File: config.mk
export PLATFORM = sky130hd
export DESIGN_NAME = ohci_command_and_event_status
export DESIGN_NICKNAME = d
export VERILOG_FILES = /design/src/hw/ohci_cmd_pkg.sv /design/src/hw/list_fill_tracker.sv /design/src/hw/event_edge_detect.sv /design/src/hw/ohci_command_and_event_status.sv
export SDC_FILE = /design/constraint.sdc
export NUM_CORES = 1
export LEC_CHECK = 0
export BUFFER_PORTS_ARGS = -buffer_cell sky130_fd_sc_hd__buf_2
export CAP_MARGIN = 15
export CORE_ASPECT_RATIO = 1.25
export CORE_MARGIN = 2
export CORE_UTILIZATION = 47
export CTS_BUF_LIST = sky130_fd_sc_hd__clkbuf_16
export CTS_CLUSTER_SIZE = 16
export DETAILED_ROUTE_END_ITERATION = 12
export GPL_ROUTABILITY_DRIVEN = 0
export HOLD_SLACK_MARGIN = 0.05
export MAX_ROUTING_LAYER = met4
export PLACE_DENSITY = 0.85
export SYNTH_ARGS = -nofsm -noshare
export SYNTH_HDL_FRONTEND = slang
export SYNTH_SLANG_ARGS = --single-unit
File: constraint.sdc
create_clock -name REF_CLK -period 4.2 [get_ports REF_CLK]
set_input_delay 0.84 -clock REF_CLK [delete_from_list [all_inputs] [get_ports REF_CLK]]
set_output_delay 0.84 -clock REF_CLK [all_outputs]
set_load 0.01 [all_outputs]
File: src/hw/ohci_cmd_pkg.sv
// Constants and carrier types for the command/status and event status block.
// Assumes a single 50 MHz controller clock shared by every user of this package.
package ohci_cmd_pkg;

	localparam int ADDR_W = 8;
	localparam logic [7:0] CMD_STATUS_OFFSET = 8'h08;
	localparam logic [7:0] EVENT_STATUS_OFFSET = 8'h0c;
	localparam logic [31:0] REG_RESET_VALUE = 32'h0000_0000;

	// Command/status field positions
	localparam int CMD_SOFT_RESET_BIT = 0;
	localparam int CMD_CTRL_FILLED_BIT = 1;
	localparam int CMD_BULK_FILLED_BIT = 2;
	localparam int CMD_OWN_REQ_BIT = 3;
	localparam int OVERRUN_COUNT_LSB = 16;
	localparam int OVERRUN_COUNT_W = 2;

	// Event status field positions
	localparam int EVT_OVERRUN_BIT = 0;
	localparam int EVT_DONE_HEAD_BIT = 1;
	localparam int EVT_FRAME_START_BIT = 2;
	localparam int EVT_RESUME_BIT = 3;
	localparam int EVT_FATAL_BIT = 4;
	localparam int EVT_FRAME_OVF_BIT = 5;
	localparam int EVT_ROOTHUB_BIT = 6;
	localparam int EVT_OWN_CHANGED_BIT = 30;
	localparam int MASTER_IRQ_BIT = 31;
	localparam logic [31:0] EVT_IMPL_MASK = 32'h4000_007f;

	// Software reset timing
	localparam int CLK_PERIOD_NS = 20;
	localparam int SOFT_RESET_LIMIT_NS = 10000;
	localparam int SOFT_RESET_LIMIT_CYCLES = SOFT_RESET_LIMIT_NS / CLK_PERIOD_NS;
	localparam int SOFT_RESET_CNT_W = 9;
	localparam logic [SOFT_RESET_CNT_W-1:0] SOFT_RESET_CYCLES = 9'h010;

	typedef enum logic [0:0] {
		RST_IDLE = 1'b0,
		RST_BUSY = 1'b1
	} reset_state_t;

	// Events from a list walker to the filled-bit tracker
	typedef struct packed {
		logic head_reached;
		logic td_found;
		logic pass_done;
	} list_evt_t;

	// One-cycle answers from the tracker to the list walker
	typedef struct packed {
		logic start;
		logic skip;
		logic stop;
	} list_result_t;

endpackage

File: src/hw/list_fill_tracker.sv
// Filled-bit tracker for one transfer list (control or bulk).
// Assumes the list walker gives one-cycle pulses on the controller clock.
`timescale 1ns/100ps
module list_fill_tracker
	import ohci_cmd_pkg::*;
(
	input wire logic clk,
	input wire logic rst_n,
	input wire logic sw_set,
	input wire logic clear,
	input wire list_evt_t evt,
	output logic filled,
	output list_result_t result
);

	typedef struct packed {
		logic filled;
		list_result_t result;
	} trk_state_t;

	trk_state_t state_reg;
	trk_state_t state_next;

	always_comb begin
		state_next = state_reg;
		state_next.result = '0;
		if (evt.head_reached) begin
			if (state_reg.filled) begin
				state_next.result.start = 1'b1;
				state_next.filled = 1'b0;
			end else begin
				state_next.result.skip = 1'b1;
			end
		end
		// Tested against the held value, so a descriptor found in the same cycle still counts next pass
		if (evt.pass_done && !state_reg.filled) begin
			state_next.result.stop = 1'b1;
		end
		if (evt.td_found) begin
			state_next.filled = 1'b1;
		end
		if (clear) begin
			state_next.filled = 1'b0;
		end
		// A command write wins over any clear in the same cycle
		if (sw_set) begin
			state_next.filled = 1'b1;
		end
	end

	always_ff @(posedge clk or negedge rst_n) begin
		if (!rst_n) begin
			state_reg <= '0;
		end else begin
			state_reg <= state_next;
		end
	end

	assign filled = state_reg.filled;
	assign result = state_reg.result;

endmodule

File: src/hw/event_edge_detect.sv
// Edge detection for frame number MSB toggles and remote resume onset.
// Assumes all three level inputs are synchronous to the controller clock.
`timescale 1ns/100ps
module event_edge_detect
	import ohci_cmd_pkg::*;
(
	input wire logic clk,
	input wire logic rst_n,
	input wire logic frame_msb,
	input wire logic resume_signal,
	input wire logic sw_resume,
	output logic frame_overflow,
	output logic resume_onset
);

	typedef struct packed {
		logic primed;
		logic prev_msb;
		logic prev_resume;
		logic frame_overflow;
		logic resume_onset;
	} edge_state_t;

	edge_state_t state_reg;
	edge_state_t state_next;

	always_comb begin
		state_next = state_reg;
		state_next.primed = 1'b1;
		state_next.prev_msb = frame_msb;
		state_next.prev_resume = resume_signal;
		// First cycle after reset only samples, so a high MSB at reset is not a toggle
		state_next.frame_overflow = state_reg.primed && (frame_msb != state_reg.prev_msb);
		state_next.resume_onset = state_reg.primed && resume_signal && !state_reg.prev_resume && !sw_resume;
	end

	always_ff @(posedge clk or negedge rst_n) begin
		if (!rst_n) begin
			state_reg <= '0;
		end else begin
			state_reg <= state_next;
		end
	end

	assign frame_overflow = state_reg.frame_overflow;
	assign resume_onset = state_reg.resume_onset;

endmodule

File: src/hw/ohci_command_and_event_status.sv
// Command/status and event status registers of the open host controller core.
// Assumes the register port, list walker, frame counter and root hub share REF_CLK.
`timescale 1ns/100ps
module ohci_command_and_event_status
	import ohci_cmd_pkg::*;
#(
	parameter bit SMI_PRESENT = 1'b1
)
(
	input wire logic REF_CLK,
	input wire logic RST_N,
	input wire logic REG_CS,
	input wire logic REG_WE,
	input wire logic [ADDR_W-1:0] REG_ADDR,
	input wire logic [31:0] REG_WDATA,
	output logic [31:0] REG_RDATA,
	output logic REG_ACK,
	input wire logic [31:0] EVENT_ENABLE,
	input wire logic SCHED_OVERRUN,
	input wire logic DONE_HEAD_COPIED,
	input wire logic FRAME_START,
	input wire logic FRAME_MSB,
	input wire logic RESUME_SIGNAL,
	input wire logic SW_RESUME,
	input wire logic FATAL_ERROR,
	input wire logic ROOTHUB_CHANGE,
	input wire logic OWNERSHIP_DONE,
	input wire list_evt_t CTRL_LIST_EVT,
	input wire list_evt_t BULK_LIST_EVT,
	output list_result_t CTRL_LIST_RESULT,
	output list_result_t BULK_LIST_RESULT,
	output logic DONE_HEAD_UPDATE_OK,
	output logic SOFT_RESET_BUSY,
	output logic FORCE_USB_SUSPEND,
	output logic BUS_ACCESS_INHIBIT,
	output logic PROCESSING_HALT,
	output logic HOST_IRQ,
	output logic SYSTEM_MGMT_IRQ_N
);

	typedef struct packed {
		reset_state_t rst_state;
		logic [SOFT_RESET_CNT_W-1:0] rst_cnt;
		logic soft_reset;
		logic own_req;
		logic [OVERRUN_COUNT_W-1:0] overrun_cnt;
		logic [31:0] evt;
		logic halted;
		logic [31:0] rdata;
		logic ack;
		logic irq;
		logic smi_n;
	} ctl_state_t;

	localparam ctl_state_t CTL_RESET = '{
		rst_state: RST_IDLE,
		rst_cnt: '0,
		soft_reset: 1'b0,
		own_req: 1'b0,
		overrun_cnt: '0,
		evt: REG_RESET_VALUE,
		halted: 1'b0,
		rdata: REG_RESET_VALUE,
		ack: 1'b0,
		irq: 1'b0,
		smi_n: 1'b1
	};

	ctl_state_t state_reg;
	ctl_state_t state_next;

	logic cmd_wr;
	logic evt_wr;
	logic reg_rd;
	logic ctrl_filled;
	logic bulk_filled;
	logic frame_overflow;
	logic resume_onset;
	logic busy;
	logic list_gate;
	list_evt_t list_evt_gated [2];
	logic list_filled [2];
	list_result_t list_result [2];
	logic [31:0] evt_set;
	logic [31:0] cmd_read;
	logic [31:0] evt_impl;

	assign cmd_wr = REG_CS && REG_WE && (REG_ADDR == CMD_STATUS_OFFSET);
	assign evt_wr = REG_CS && REG_WE && (REG_ADDR == EVENT_STATUS_OFFSET);
	assign reg_rd = REG_CS && !REG_WE;
	assign busy = (state_reg.rst_state == RST_BUSY);

	// List walking stops during a soft reset and after a fatal error
	assign list_gate = !busy && !state_reg.halted;
	assign list_evt_gated[0] = list_gate ? CTRL_LIST_EVT : '0;
	assign list_evt_gated[1] = list_gate ? BULK_LIST_EVT : '0;

	// Ownership changed only exists when the management interrupt pin does
	assign evt_impl = SMI_PRESENT ? EVT_IMPL_MASK : (EVT_IMPL_MASK & ~(32'h1 << EVT_OWN_CHANGED_BIT));

	// Slot 0 tracks the control list and slot 1 the bulk list; their filled bits sit side by side
	for (genvar li = 0; li < 2; li++) begin : g_list
		list_fill_tracker tracker (
			.clk(REF_CLK),
			.rst_n(RST_N),
			.sw_set(cmd_wr && REG_WDATA[CMD_CTRL_FILLED_BIT + li]),
			.clear(busy),
			.evt(list_evt_gated[li]),
			.filled(list_filled[li]),
			.result(list_result[li])
		);
	end

	assign ctrl_filled = list_filled[0];
	assign bulk_filled = list_filled[1];
	assign CTRL_LIST_RESULT = list_result[0];
	assign BULK_LIST_RESULT = list_result[1];

	event_edge_detect edges (
		.clk(REF_CLK),
		.rst_n(RST_N),
		.frame_msb(FRAME_MSB),
		.resume_signal(RESUME_SIGNAL),
		.sw_resume(SW_RESUME),
		.frame_overflow(frame_overflow),
		.resume_onset(resume_onset)
	);

	// Readback view of the command register; unused positions stay zero
	always_comb begin
		cmd_read = REG_RESET_VALUE;
		cmd_read[CMD_SOFT_RESET_BIT] = state_reg.soft_reset;
		cmd_read[CMD_CTRL_FILLED_BIT] = ctrl_filled;
		cmd_read[CMD_BULK_FILLED_BIT] = bulk_filled;
		cmd_read[CMD_OWN_REQ_BIT] = state_reg.own_req;
		cmd_read[OVERRUN_COUNT_LSB +: OVERRUN_COUNT_W] = state_reg.overrun_cnt;
	end

	always_comb begin
		evt_set = REG_RESET_VALUE;
		evt_set[EVT_OVERRUN_BIT] = SCHED_OVERRUN;
		evt_set[EVT_DONE_HEAD_BIT] = DONE_HEAD_COPIED;
		evt_set[EVT_FRAME_START_BIT] = FRAME_START;
		evt_set[EVT_RESUME_BIT] = resume_onset;
		evt_set[EVT_FATAL_BIT] = FATAL_ERROR;
		evt_set[EVT_FRAME_OVF_BIT] = frame_overflow;
		evt_set[EVT_ROOTHUB_BIT] = ROOTHUB_CHANGE;
		evt_set[EVT_OWN_CHANGED_BIT] = state_reg.own_req;
	end

	always_comb begin
		state_next = state_reg;
		state_next.ack = 1'b0;

		// Write-one-to-clear, with a same-cycle hardware set winning
		if (evt_wr) begin
			state_next.evt = state_reg.evt & ~REG_WDATA;
		end
		state_next.evt = (state_next.evt | evt_set) & evt_impl;

		if (SCHED_OVERRUN) begin
			state_next.overrun_cnt = state_reg.overrun_cnt + 2'h1;
		end

		if (FATAL_ERROR) begin
			state_next.halted = 1'b1;
		end

		if (OWNERSHIP_DONE) begin
			state_next.own_req = 1'b0;
		end

		case (state_reg.rst_state)
			RST_IDLE: begin
				if (state_reg.soft_reset) begin
					state_next.rst_state = RST_BUSY;
					state_next.rst_cnt = '0;
				end
			end
			RST_BUSY: begin
				state_next.rst_cnt = state_reg.rst_cnt + 9'h001;
				if (state_reg.rst_cnt == SOFT_RESET_CYCLES - 9'h001) begin
					state_next.rst_state = RST_IDLE;
					state_next.soft_reset = 1'b0;
				end
			end
			default: begin
				state_next.rst_state = RST_IDLE;
			end
		endcase

		// Operational state is held at reset values while the soft reset runs
		if (busy) begin
			state_next.evt = REG_RESET_VALUE;
			state_next.overrun_cnt = '0;
			state_next.own_req = 1'b0;
			state_next.halted = 1'b0;
		end

		// Command bits written as one are set last, so they win over any clear
		if (cmd_wr) begin
			if (REG_WDATA[CMD_SOFT_RESET_BIT]) begin
				state_next.soft_reset = 1'b1;
			end
			if (REG_WDATA[CMD_OWN_REQ_BIT]) begin
				state_next.own_req = 1'b1;
			end
		end

		if (REG_CS) begin
			state_next.ack = 1'b1;
		end
		if (reg_rd) begin
			if (REG_ADDR == CMD_STATUS_OFFSET) begin
				state_next.rdata = cmd_read;
			end else if (REG_ADDR == EVENT_STATUS_OFFSET) begin
				state_next.rdata = state_reg.evt;
			end else begin
				state_next.rdata = REG_RESET_VALUE;
			end
		end

		// Interrupts follow the flags that will be visible next cycle
		state_next.irq = EVENT_ENABLE[MASTER_IRQ_BIT] && (|(state_next.evt[30:0] & EVENT_ENABLE[30:0]));
		state_next.smi_n = !(state_next.evt[EVT_OWN_CHANGED_BIT] && EVENT_ENABLE[EVT_OWN_CHANGED_BIT]);
	end

	always_ff @(posedge REF_CLK or negedge RST_N) begin
		if (!RST_N) begin
			state_reg <= CTL_RESET;
		end else begin
			state_reg <= state_next;
		end
	end

	assign REG_RDATA = state_reg.rdata;
	assign REG_ACK = state_reg.ack;
	assign HOST_IRQ = state_reg.irq;
	assign SYSTEM_MGMT_IRQ_N = state_reg.smi_n;
	// Next writeback may only go out once software has cleared the done-head flag
	assign DONE_HEAD_UPDATE_OK = !state_reg.evt[EVT_DONE_HEAD_BIT];
	assign SOFT_RESET_BUSY = busy;
	// No root hub or port reset output exists; the soft reset only reaches the schedule side
	assign FORCE_USB_SUSPEND = busy;
	assign BUS_ACCESS_INHIBIT = busy || state_reg.halted;
	assign PROCESSING_HALT = state_reg.halted;

endmodule

==> results_dict.tcl, run 1 <==
set metrics [dict create \
    crit_required_ns 3.36 \
    critPathLaunchType "flip-flop" \
    clkSlewWorstSetupHoldPaths_ns 0.06 \
    ff2ff_setup_slack_ns 1.95 \
    synthCells 246 \
    synth.cell_area_sq_mm 0.00240 \
    critPathCaptureType "primary output" \
    status "completed" \
    ys_seq_area_share_pct 51.1 \
    cts_tree "built" \
    worst_skew_pair.late_latency_ns 0.29 \
    grt_usage_pct 19.8 \
    hold_buffers 0 \
    slew_viol_final 0 \
    drt_wl_total_microns 5160 \
    hold_path_depth 1 \
    die_x_microns 67.9 \
    grt_overflow_total 0 \
    period_share_pct 58.8 \
    post_cts_buffers 0 \
    synthFlopType "dfrtp_1" \
    detail-route-antenna-nets 0 \
    min_path_type "flip-flop to flip-flop" \
    swShare_pct 30.0 \
    rows 29 \
    finClkSkew_ns 0.00549 \
    pwr-share-clk_pct 30.2 \
    start_util_pct 48.0 \
    reg2reg_depth 4 \
    post_synth.cell_area_avg_sq_um 9.76 \
    rsz0062_at_grt "no" \
    p_sw_mw 0.374 \
    clk_path_buf_depth 2 \
    synth.distinct_cells 46 \
    final_common_cell "buf_2" \
    maxCapViolCount 0 \
    p_int_mw 0.872 \
    die_h_microns 83.9 \
    drtIter0Drc 182 \
    total_power_mw 1.25 \
    setup_violations 0 \
    cp.arrival_ns 1.63 \
    htree_levels 2 \
    antenna_found_initial 0 \
    pwr-share-comb_pct 19.4 \
    hold_violations 0 \
    grt_first_pass_wirelength_microns 8290 \
    timing.rr.end "HOST_IRQ$_DFF_PN0_" \
    drc 0 \
    cts_sinks 49 \
    fmax_mhz 405 \
    crit_type "flip-flop to primary output" \
    synth-seq-cells 49 \
    wire_per_inst_microns 14.1 \
    vias 1885 \
    max-vdd-ir-drop_v 0.000235 \
    power_leakage_nw 1.37 \
    cts-root-buf "clkbuf_16" \
    vias_per_cell 5.16 \
    die-area_sq_mm 0.00570 \
    grt_pass1_vias 1806 \
    setup-tns-final_ns 0 \
    antennaDiodeCount 0 \
    area_growth_pct 15.5 \
    grt_max_degree 50 \
    rr_startpoint "FORCE_USB_SUSPEND$_DFF_PN0_" \
    cp_max_fo 21 \
    io_buffers 67 \
    fin_nets 394 \
    largest_register_ffs 17 \
    async_flop_share_pct 100 \
    dp_hpwl_microns 3770 \
    min_to "edges.resume_onset$_DFF_PN0_" \
    core-area_sq_mm 0.00501 \
    tightest_slew_ns 0.756 \
    cts_buffers 5 \
    seq_power_share_pct 50.5 \
    yosys_warnings 0 \
    power.density_mw_per_mm2 449 \
    cts.repair.resized 0 \
    synth-edff-count 0 \
    layout_common_cells "buf_2 (67), dfrtp_1 (48), nor2_1 (26)" \
    pin_count 137 \
    drive_above_1_share_pct 27.1 \
    relSlewSlack_pct 49.6 \
    first_pass_iters 4 \
    fin_crit_ns 2.47 \
    hp-start "edges.state_reg[2]$_DFF_PN0_" \
]
==> cell usage after synthesis, types with 3 or more instances <==
cell / instances / area (sq um)
buf_4: 33 / 248
inv_1: 8 / 30.0
o21ai_0: 16 / 80.1
a221oi_1: 4 / 35.0
nand2_1: 25 / 93.8
and4b_1: 3 / 30.0
clkbuf_1: 5 / 18.8
o31ai_1: 3 / 22.5
nand4_1: 5 / 31.3
dfrtp_1: 48 / 1200
nand3_1: 13 / 65.1
xor2_1: 3 / 26.3
a21oi_1: 9 / 45.0
nor2_1: 26 / 97.6
==> power by group through the flow <==
stage               clock [mW]  combinational (mW)  sequential, mW
floorplan                    0               0.177           0.616
global placement             0               0.229           0.631
detailed placement           0               0.239           0.635
CTS                      0.380               0.241           0.628
global route             0.397               0.278           0.640
finish                   0.376               0.241           0.629
==> worst max-delay path, stage by stage (launching register included) <==
cell     delay [ns]
dfrtp_1        0.83
nor2_1         0.22
inv_1          0.15
buf_2          0.14
==> cell families (layout without fill, tap and decap cells) <==
group,Yosys count,count (layout),share of synthesized area [%]
AO/OA/AOI/OAI,47,47,13.1
AND/OR/NAND/NOR,93,93,20.3
XOR/XNOR,5,5,1.82
other,2,23,0.313
adder cells (fa/ha/maj),1,1,0.521
flip-flops,49,49,51.1
buffers and inverters,49,85,12.9
==> routing by layer <==
metal | vias to the layer above | share of wire, % | track usage (%)
met4 | 0 | 1.1 | 8.00
met5 | - | 0 | -
met1 | 902 | 39 | 23.0
met3 | 4 | 6.3 | 4.72
met2 | 72 | 53 | 32.3
li1 | 907 | - | -
==> metrics by stage <==
step	hold slack [ns]	cells	instance area [sq um]	worst slack, ns	util, %
after floorplan	0.384	267	2480	1.89	-
after global placement	0.388	356	2620	1.61	52.3
after detailed placement	0.405	356	2620	1.56	52.3
after CTS	0.421	364	2750	1.73	55.0
after global routing	0.429	365	2770	1.60	55.4
final	0.417	365	2770	1.73	55.4
==> layout make-up <==
type | instances | area (sq um)
repair buffers | 68 | 355
multi-input cells | 169 | 943
inverters | 9 | 33.8
well taps | 62 | 77.6
flip-flops and latches | 49 | 1230
clock buffers | 5 | 125
fillers | 447 | 2230
clock inverters | 3 | 11.3
==> worst max path at each step <==
stage,startpoint,endpoint
after CTS,FORCE_USB_SUSPEND$_DFF_PN0_,BUS_ACCESS_INHIBIT
final,FORCE_USB_SUSPEND$_DFF_PN0_,BUS_ACCESS_INHIBIT
after global placement,REG_ADDR[5],HOST_IRQ$_DFF_PN0_
after floorplan,REG_ADDR[5],HOST_IRQ$_DFF_PN0_
after global routing,FORCE_USB_SUSPEND$_DFF_PN0_,BUS_ACCESS_INHIBIT
after detailed placement,REG_ADDR[5],HOST_IRQ$_DFF_PN0_
No activity file was read; power rests on OpenSTA's default activity.
==> run 2: changes to the inputs <==
- ABC_AREA: unset -> 1
- CORE_UTILIZATION: 47 -> 40
- PLACE_DENSITY: 0.85 -> 0.76
- clock period: 4.2 -> 2.17 ns (I/O delays scaled with it)
==> results_dict.tcl, run 2 <==
set metrics [dict create \
    status "completed" \
    crit_type "flip-flop to primary output" \
    synth-edff-count 0 \
    antenna_found_initial 0 \
    drive_above_1_share_pct 23.6 \
    grt_overflow_total 0 \
    slew_viol_final 0 \
    tightest_slew_ns 0.528 \
    hold_buffers 0 \
    cts_tree "built" \
    clkSlewWorstSetupHoldPaths_ns 0.06 \
    grt_first_pass_wirelength_microns 8430 \
    worst_skew_pair.late_latency_ns 0.29 \
    setup-tns-final_ns 0 \
    post_synth.cell_area_avg_sq_um 8.44 \
    die_x_microns 74.1 \
    clk_path_buf_depth 2 \
    async_flop_share_pct 100 \
    power.density_mw_per_mm2 859 \
    yosys-top-cells-count "nand2_1 (57), dfrtp_1 (48), inv_1 (37), buf_4 (33), nor2_1 (32)" \
    power_leakage_nw 1.55 \
    fin_crit_ns 1.72 \
    critPathLaunchType "flip-flop" \
    largest_register_ffs 17 \
    crit_path_top_delay_cell "dfrtp_1" \
    setup_violations 0 \
    fin_nets 443 \
    vias 2023 \
    drtIter0Drc 147 \
    grt_pass1_vias 1894 \
    cts-root-buf "clkbuf_16" \
    critPathMaxStageDelay_ns 0.44 \
    io_buffers 67 \
    pin_count 137 \
    cp.arrival_ns 1.29 \
    detail-route-antenna-nets 0 \
    die_h_microns 91.6 \
    layout_common_cells "buf_2 (67), nand2_1 (57), dfrtp_1 (48)" \
    period_share_pct 79.4 \
    first_pass_iters 4 \
    max-vdd-ir-drop_v 0.000359 \
    synth.distinct_cells 30 \
    dp_slack_ns 0.330 \
    cts_sinks 49 \
    synth.top_cells.by_area "dfrtp_1 (49%), buf_4 (10%), nand2_1 (8.7%), nand3_1 (6.3%), inv_1 (5.7%)" \
    crit_required_ns 1.74 \
    final_area_sq_mm 0.00285 \
    critPathCaptureType "primary output" \
    yosysTopAreaCellShare_pct 48.9 \
    final_common_cell "buf_2" \
    wire_per_inst_microns 11.7 \
    area_growth_pct 16.2 \
    relSlewSlack_pct 64.8 \
    yosysMostFrequentCell "nand2_1" \
    crit_chain "nor2_1, inv_1, buf_2" \
    rows 31 \
    grt_max_degree 28 \
    htree_levels 2 \
    vias_per_cell 4.66 \
    die-area_sq_mm 0.00678 \
    min_path_type "input pin to asynchronous set/reset pin" \
    rsz0062_at_grt "no" \
    fmax_mhz 580 \
    fin_ws_ns 0.447 \
    start_util_pct 41.9 \
    yosysTopAreaCell "dfrtp_1" \
    dpl-instance-area_sq_mm 0.00271 \
    ys_seq_area_share_pct 50.0 \
    core-area_sq_mm 0.00586 \
    grt_usage_pct 16.4 \
    drc 0 \
    drt_wl_total_microns 5100 \
    synthFlopType "dfrtp_1" \
    finClkSkew_ns 0.00808 \
    hold_violations 0 \
    maxCapViolCount 0 \
    cp_max_fo 7 \
    dp_hpwl_microns 3960 \
    post_cts_buffers 0 \
    cts.repair.resized 0 \
    synthCells 291 \
    total_power_mw 2.45 \
    cts_buffers 5 \
    synth-seq-cells 49 \
    fin_util_pct 48.7 \
    synth.cell_area_sq_mm 0.00245 \
    antennaDiodeCount 0 \
    yosys_warnings 0 \
]
## run 2: cell count changes in the layout (fill, tap and decap cells not counted), sizes merged, moves of 4 or more
cell and delta:
and2 -5, nand3 +18, inv +29, nor2 +10, a221oi -4, a31oi +4, nand4 -4, nand2 +31
o21ai -8
## run 2: worst paths after layout
path,from,endpoint,slack [ns],depth (start not counted)
worst max register to register,state_reg[72]$_DFFE_PN0P_,state_reg[80]$_DFFE_PN0P_,0.67,8
min in group REF_CLK,RESUME_SIGNAL,edges.state_reg[2]$_DFF_PN0_,0.27,1
worst min register to register,edges.state_reg[2]$_DFF_PN0_,edges.resume_onset$_DFF_PN0_,0.40,1
worst max-delay path,FORCE_USB_SUSPEND$_DFF_PN0_,BUS_ACCESS_INHIBIT,0.45,3
worst min-delay path,RST_N,g_list[0].tracker.result[2]$_DFF_PN0_,0.12,1
max in group asynchronous,RST_N,SYSTEM_MGMT_IRQ_N$_DFF_PN1_,1.44,2
## run 2: area by class of cell
cell class / instances / area [sq um]
timing repair buffer: 70 / 370
multi-input combinational: 187 / 870
tap: 82 / 103
fill: 558 / 3010
inverter: 38 / 144
clock buffer: 5 / 125
sequential: 49 / 1230
clock inverter: 3 / 12.5
## run 2: where the power goes
| group | switching [mW] | internal, mW |
|---|---|---|
| Sequential | 0.0918 | 1.06 |
| Clock | 0.317 | 0.417 |
| Combinational | 0.348 | 0.213 |
| Total | 0.757 | 1.69 |
## run 2: critical path: cells and delay by family (launching register included)
| family | cells | cell delay [ns] |
|---|---|---|
| buf+inv | 2 | 0.20 |
| simple gates | 1 | 0.36 |
| flops | 1 | 0.44 |
## run 2: through the flow
stage | cells | hold slack, ns
floorplan | 312 | 0.138
global placement | 426 | 0.390
detailed placement | 426 | 0.398
CTS | 434 | 0.135
global route | 434 | 0.167
finish | 434 | 0.119
## run 2: logic make-up after synthesis
kind of cell | synth area share, %
simple gates | 22.2
buf+inv | 17.8
flops | 50.0
compound gates | 8.77
other cells | 0.306
mux | 0.408
fa+ha+maj | 0.510
## run 2: layer usage
metal  part of all wire [%]  track usage (%)
met1                     42             19.7
met2                     51             27.7
met4                   0.86             4.09
met3                    6.2             3.44
met5                      0                -
==> run 3: changes to the inputs <==
- CORE_UTILIZATION: 40 -> 44
- PLACE_DENSITY: 0.76 -> 0.8
- clock period: 2.17 -> 1.7 ns (I/O delays scaled with it)
==> results_dict.tcl, run 3 (synthesized netlist as in run 2, its figures left out) <==
set metrics [dict create \
    setup_violations 0 \
    final_common_cell "buf_2" \
    cp.arrival_ns 1.26 \
    crit_required_ns 1.36 \
    rows 30 \
    setup-tns-final_ns 0 \
    clkSlewWorstSetupHoldPaths_ns 0.07 \
    post_cts_buffers 0 \
    startpoint "FORCE_USB_SUSPEND$_DFF_PN0_" \
    worst_skew_pair.late_latency_ns 0.29 \
    critPathMaxStageDelay_ns 0.46 \
    critPathLaunchType "flip-flop" \
    dp_slack_ns 0.125 \
    critPathCaptureType "primary output" \
    slew_viol_final 0 \
    antennaDiodeCount 0 \
    drtIter0Drc 118 \
    fin_util_pct 54.4 \
    crit_family "flip-flops" \
    maxCapViolCount 0 \
    cts-root-buf "clkbuf_16" \
    vias_per_cell 4.85 \
    grt_overflow_total 0 \
    core-area_sq_mm 0.00541 \
    wire_per_inst_microns 12.5 \
    drt_wl_total_microns 5290 \
    status "completed" \
    hp-start "RESUME_SIGNAL" \
    period_share_pct 93.9 \
    antenna_found_initial 0 \
    clk_path_buf_depth 2 \
    start_util_pct 45.4 \
    vias 2058 \
    max-vdd-ir-drop_v 0.000535 \
    drive_above_1_share_pct 26.1 \
    layout_common_cells "buf_2 (67), nand2_1 (57), dfrtp_1 (47)" \
    power_leakage_nw 1.59 \
    total_power_mw 3.35 \
    area_growth_pct 19.8 \
    die_x_microns 70.8 \
    rsz0062_at_grt "no" \
    cts_sinks 49 \
    fin_nets 451 \
    cts_tree "built" \
    ff2ff_setup_slack_ns 0.27 \
    fin_crit_ns 1.60 \
    fin_ws_ns 0.104 \
    drc 0 \
    min_path_type "input pin to flip-flop" \
    fmax_mhz 626 \
    grt_max_degree 21 \
    grt_pass1_vias 1987 \
    cts_buffers 5 \
    cp_max_fo 13 \
    power.density_mw_per_mm2 1140 \
    grt_usage_pct 18.6 \
    die_h_microns 87.5 \
    rr_startpoint "state_reg[72]$_DFFE_PN0P_" \
    first_pass_iters 4 \
    detail-route-antenna-nets 0 \
    io_buffers 67 \
    grt_first_pass_wirelength_microns 8750 \
    crit_path_top_delay_cell "dfrtp_2" \
    hold_violations 0 \
    finClkSkew_ns 0.00787 \
    die-area_sq_mm 0.00620 \
    largest_register_ffs 17 \
    crit_buf_inv 3 \
    crit_type "flip-flop to primary output" \
    pin_count 137 \
    htree_levels 2 \
    dp_hpwl_microns 4130 \
    crit_chain "buf_4, nor2_2, inv_1, buf_2" \
]
[run 3: cell count changes in the layout (fill, tap and decap cells not counted), sizes merged]
| cell | previous run | this run |
|---|---|---|
| buf | 70 | 77 |
| bufinv | 0 | 1 |
| clkinvlp | 0 | 1 |
| dlygate4sd3 | 0 | 1 |
| inv | 39 | 37 |
[run 3: worst reg2reg max path: cells and delay by family, from the launching register on]
family	cells	cell delay (ns)
flip-flops	1	0.39
AO/OA/AOI/OAI	1	0.06
AND/OR/NAND/NOR	6	0.68
adder cells (fa/ha/maj)	1	0.19
[run 3: repair_timing]
item	in CTS	in global routing
hold buffers	1	0
gates resized for setup	0	2
endpoints found under the hold margin	15	0
endpoints found under the setup margin	0	1
[run 3: path summary, 6_finish.rpt]
path	end	cells past startpoint
min	edges.state_reg[2]$_DFF_PN0_	1
min in group asynchronous	state_reg[37]$_DFF_PN0_	2
max in group asynchronous	edges.frame_overflow$_DFF_PN0_	3
max reg2reg	state_reg[80]$_DFFE_PN0P_	8
min reg2reg	edges.resume_onset$_DFF_PN0_	1
max	BUS_ACCESS_INHIBIT	4
[run 3: layout make-up]
cell class | instances | area [sq um]
clock buffer | 5 | 125
sequential | 49 | 1230
inverter | 38 | 144
tap | 64 | 80.1
timing repair buffer | 78 | 445
clock inverter | 3 | 46.3
multi-input combinational | 187 | 872
fill | 526 | 2460
[run 3: per-stage QoR]
step	hold WS [ns]	instances	instance area [sq um]
after global routing	0.174	424	2940
after floorplan	0.0444	312	2530
after global placement	0.327	415	2760
after CTS	0.168	424	2940
final	0.171	424	2940
after detailed placement	0.321	415	2760
[run 3: power by group]
group	internal (mW)	leakage (nW)	total (mW)	switching, mW
registers	1.36	0.620	1.48	0.124
logic	0.289	0.895	0.725	0.436
clock network	0.697	0.0800	1.15	0.449
total	2.34	1.59	3.35	1.01
[run 3: per-layer routing]
metal	share of wire, %	vias to the layer above	track usage [%]
li1	-	1010	-
met4	1.6	0	5.32
met2	52	73	32.9
met3	5.4	7	3.24
met5	0	-	-
met1	41	968	21.6
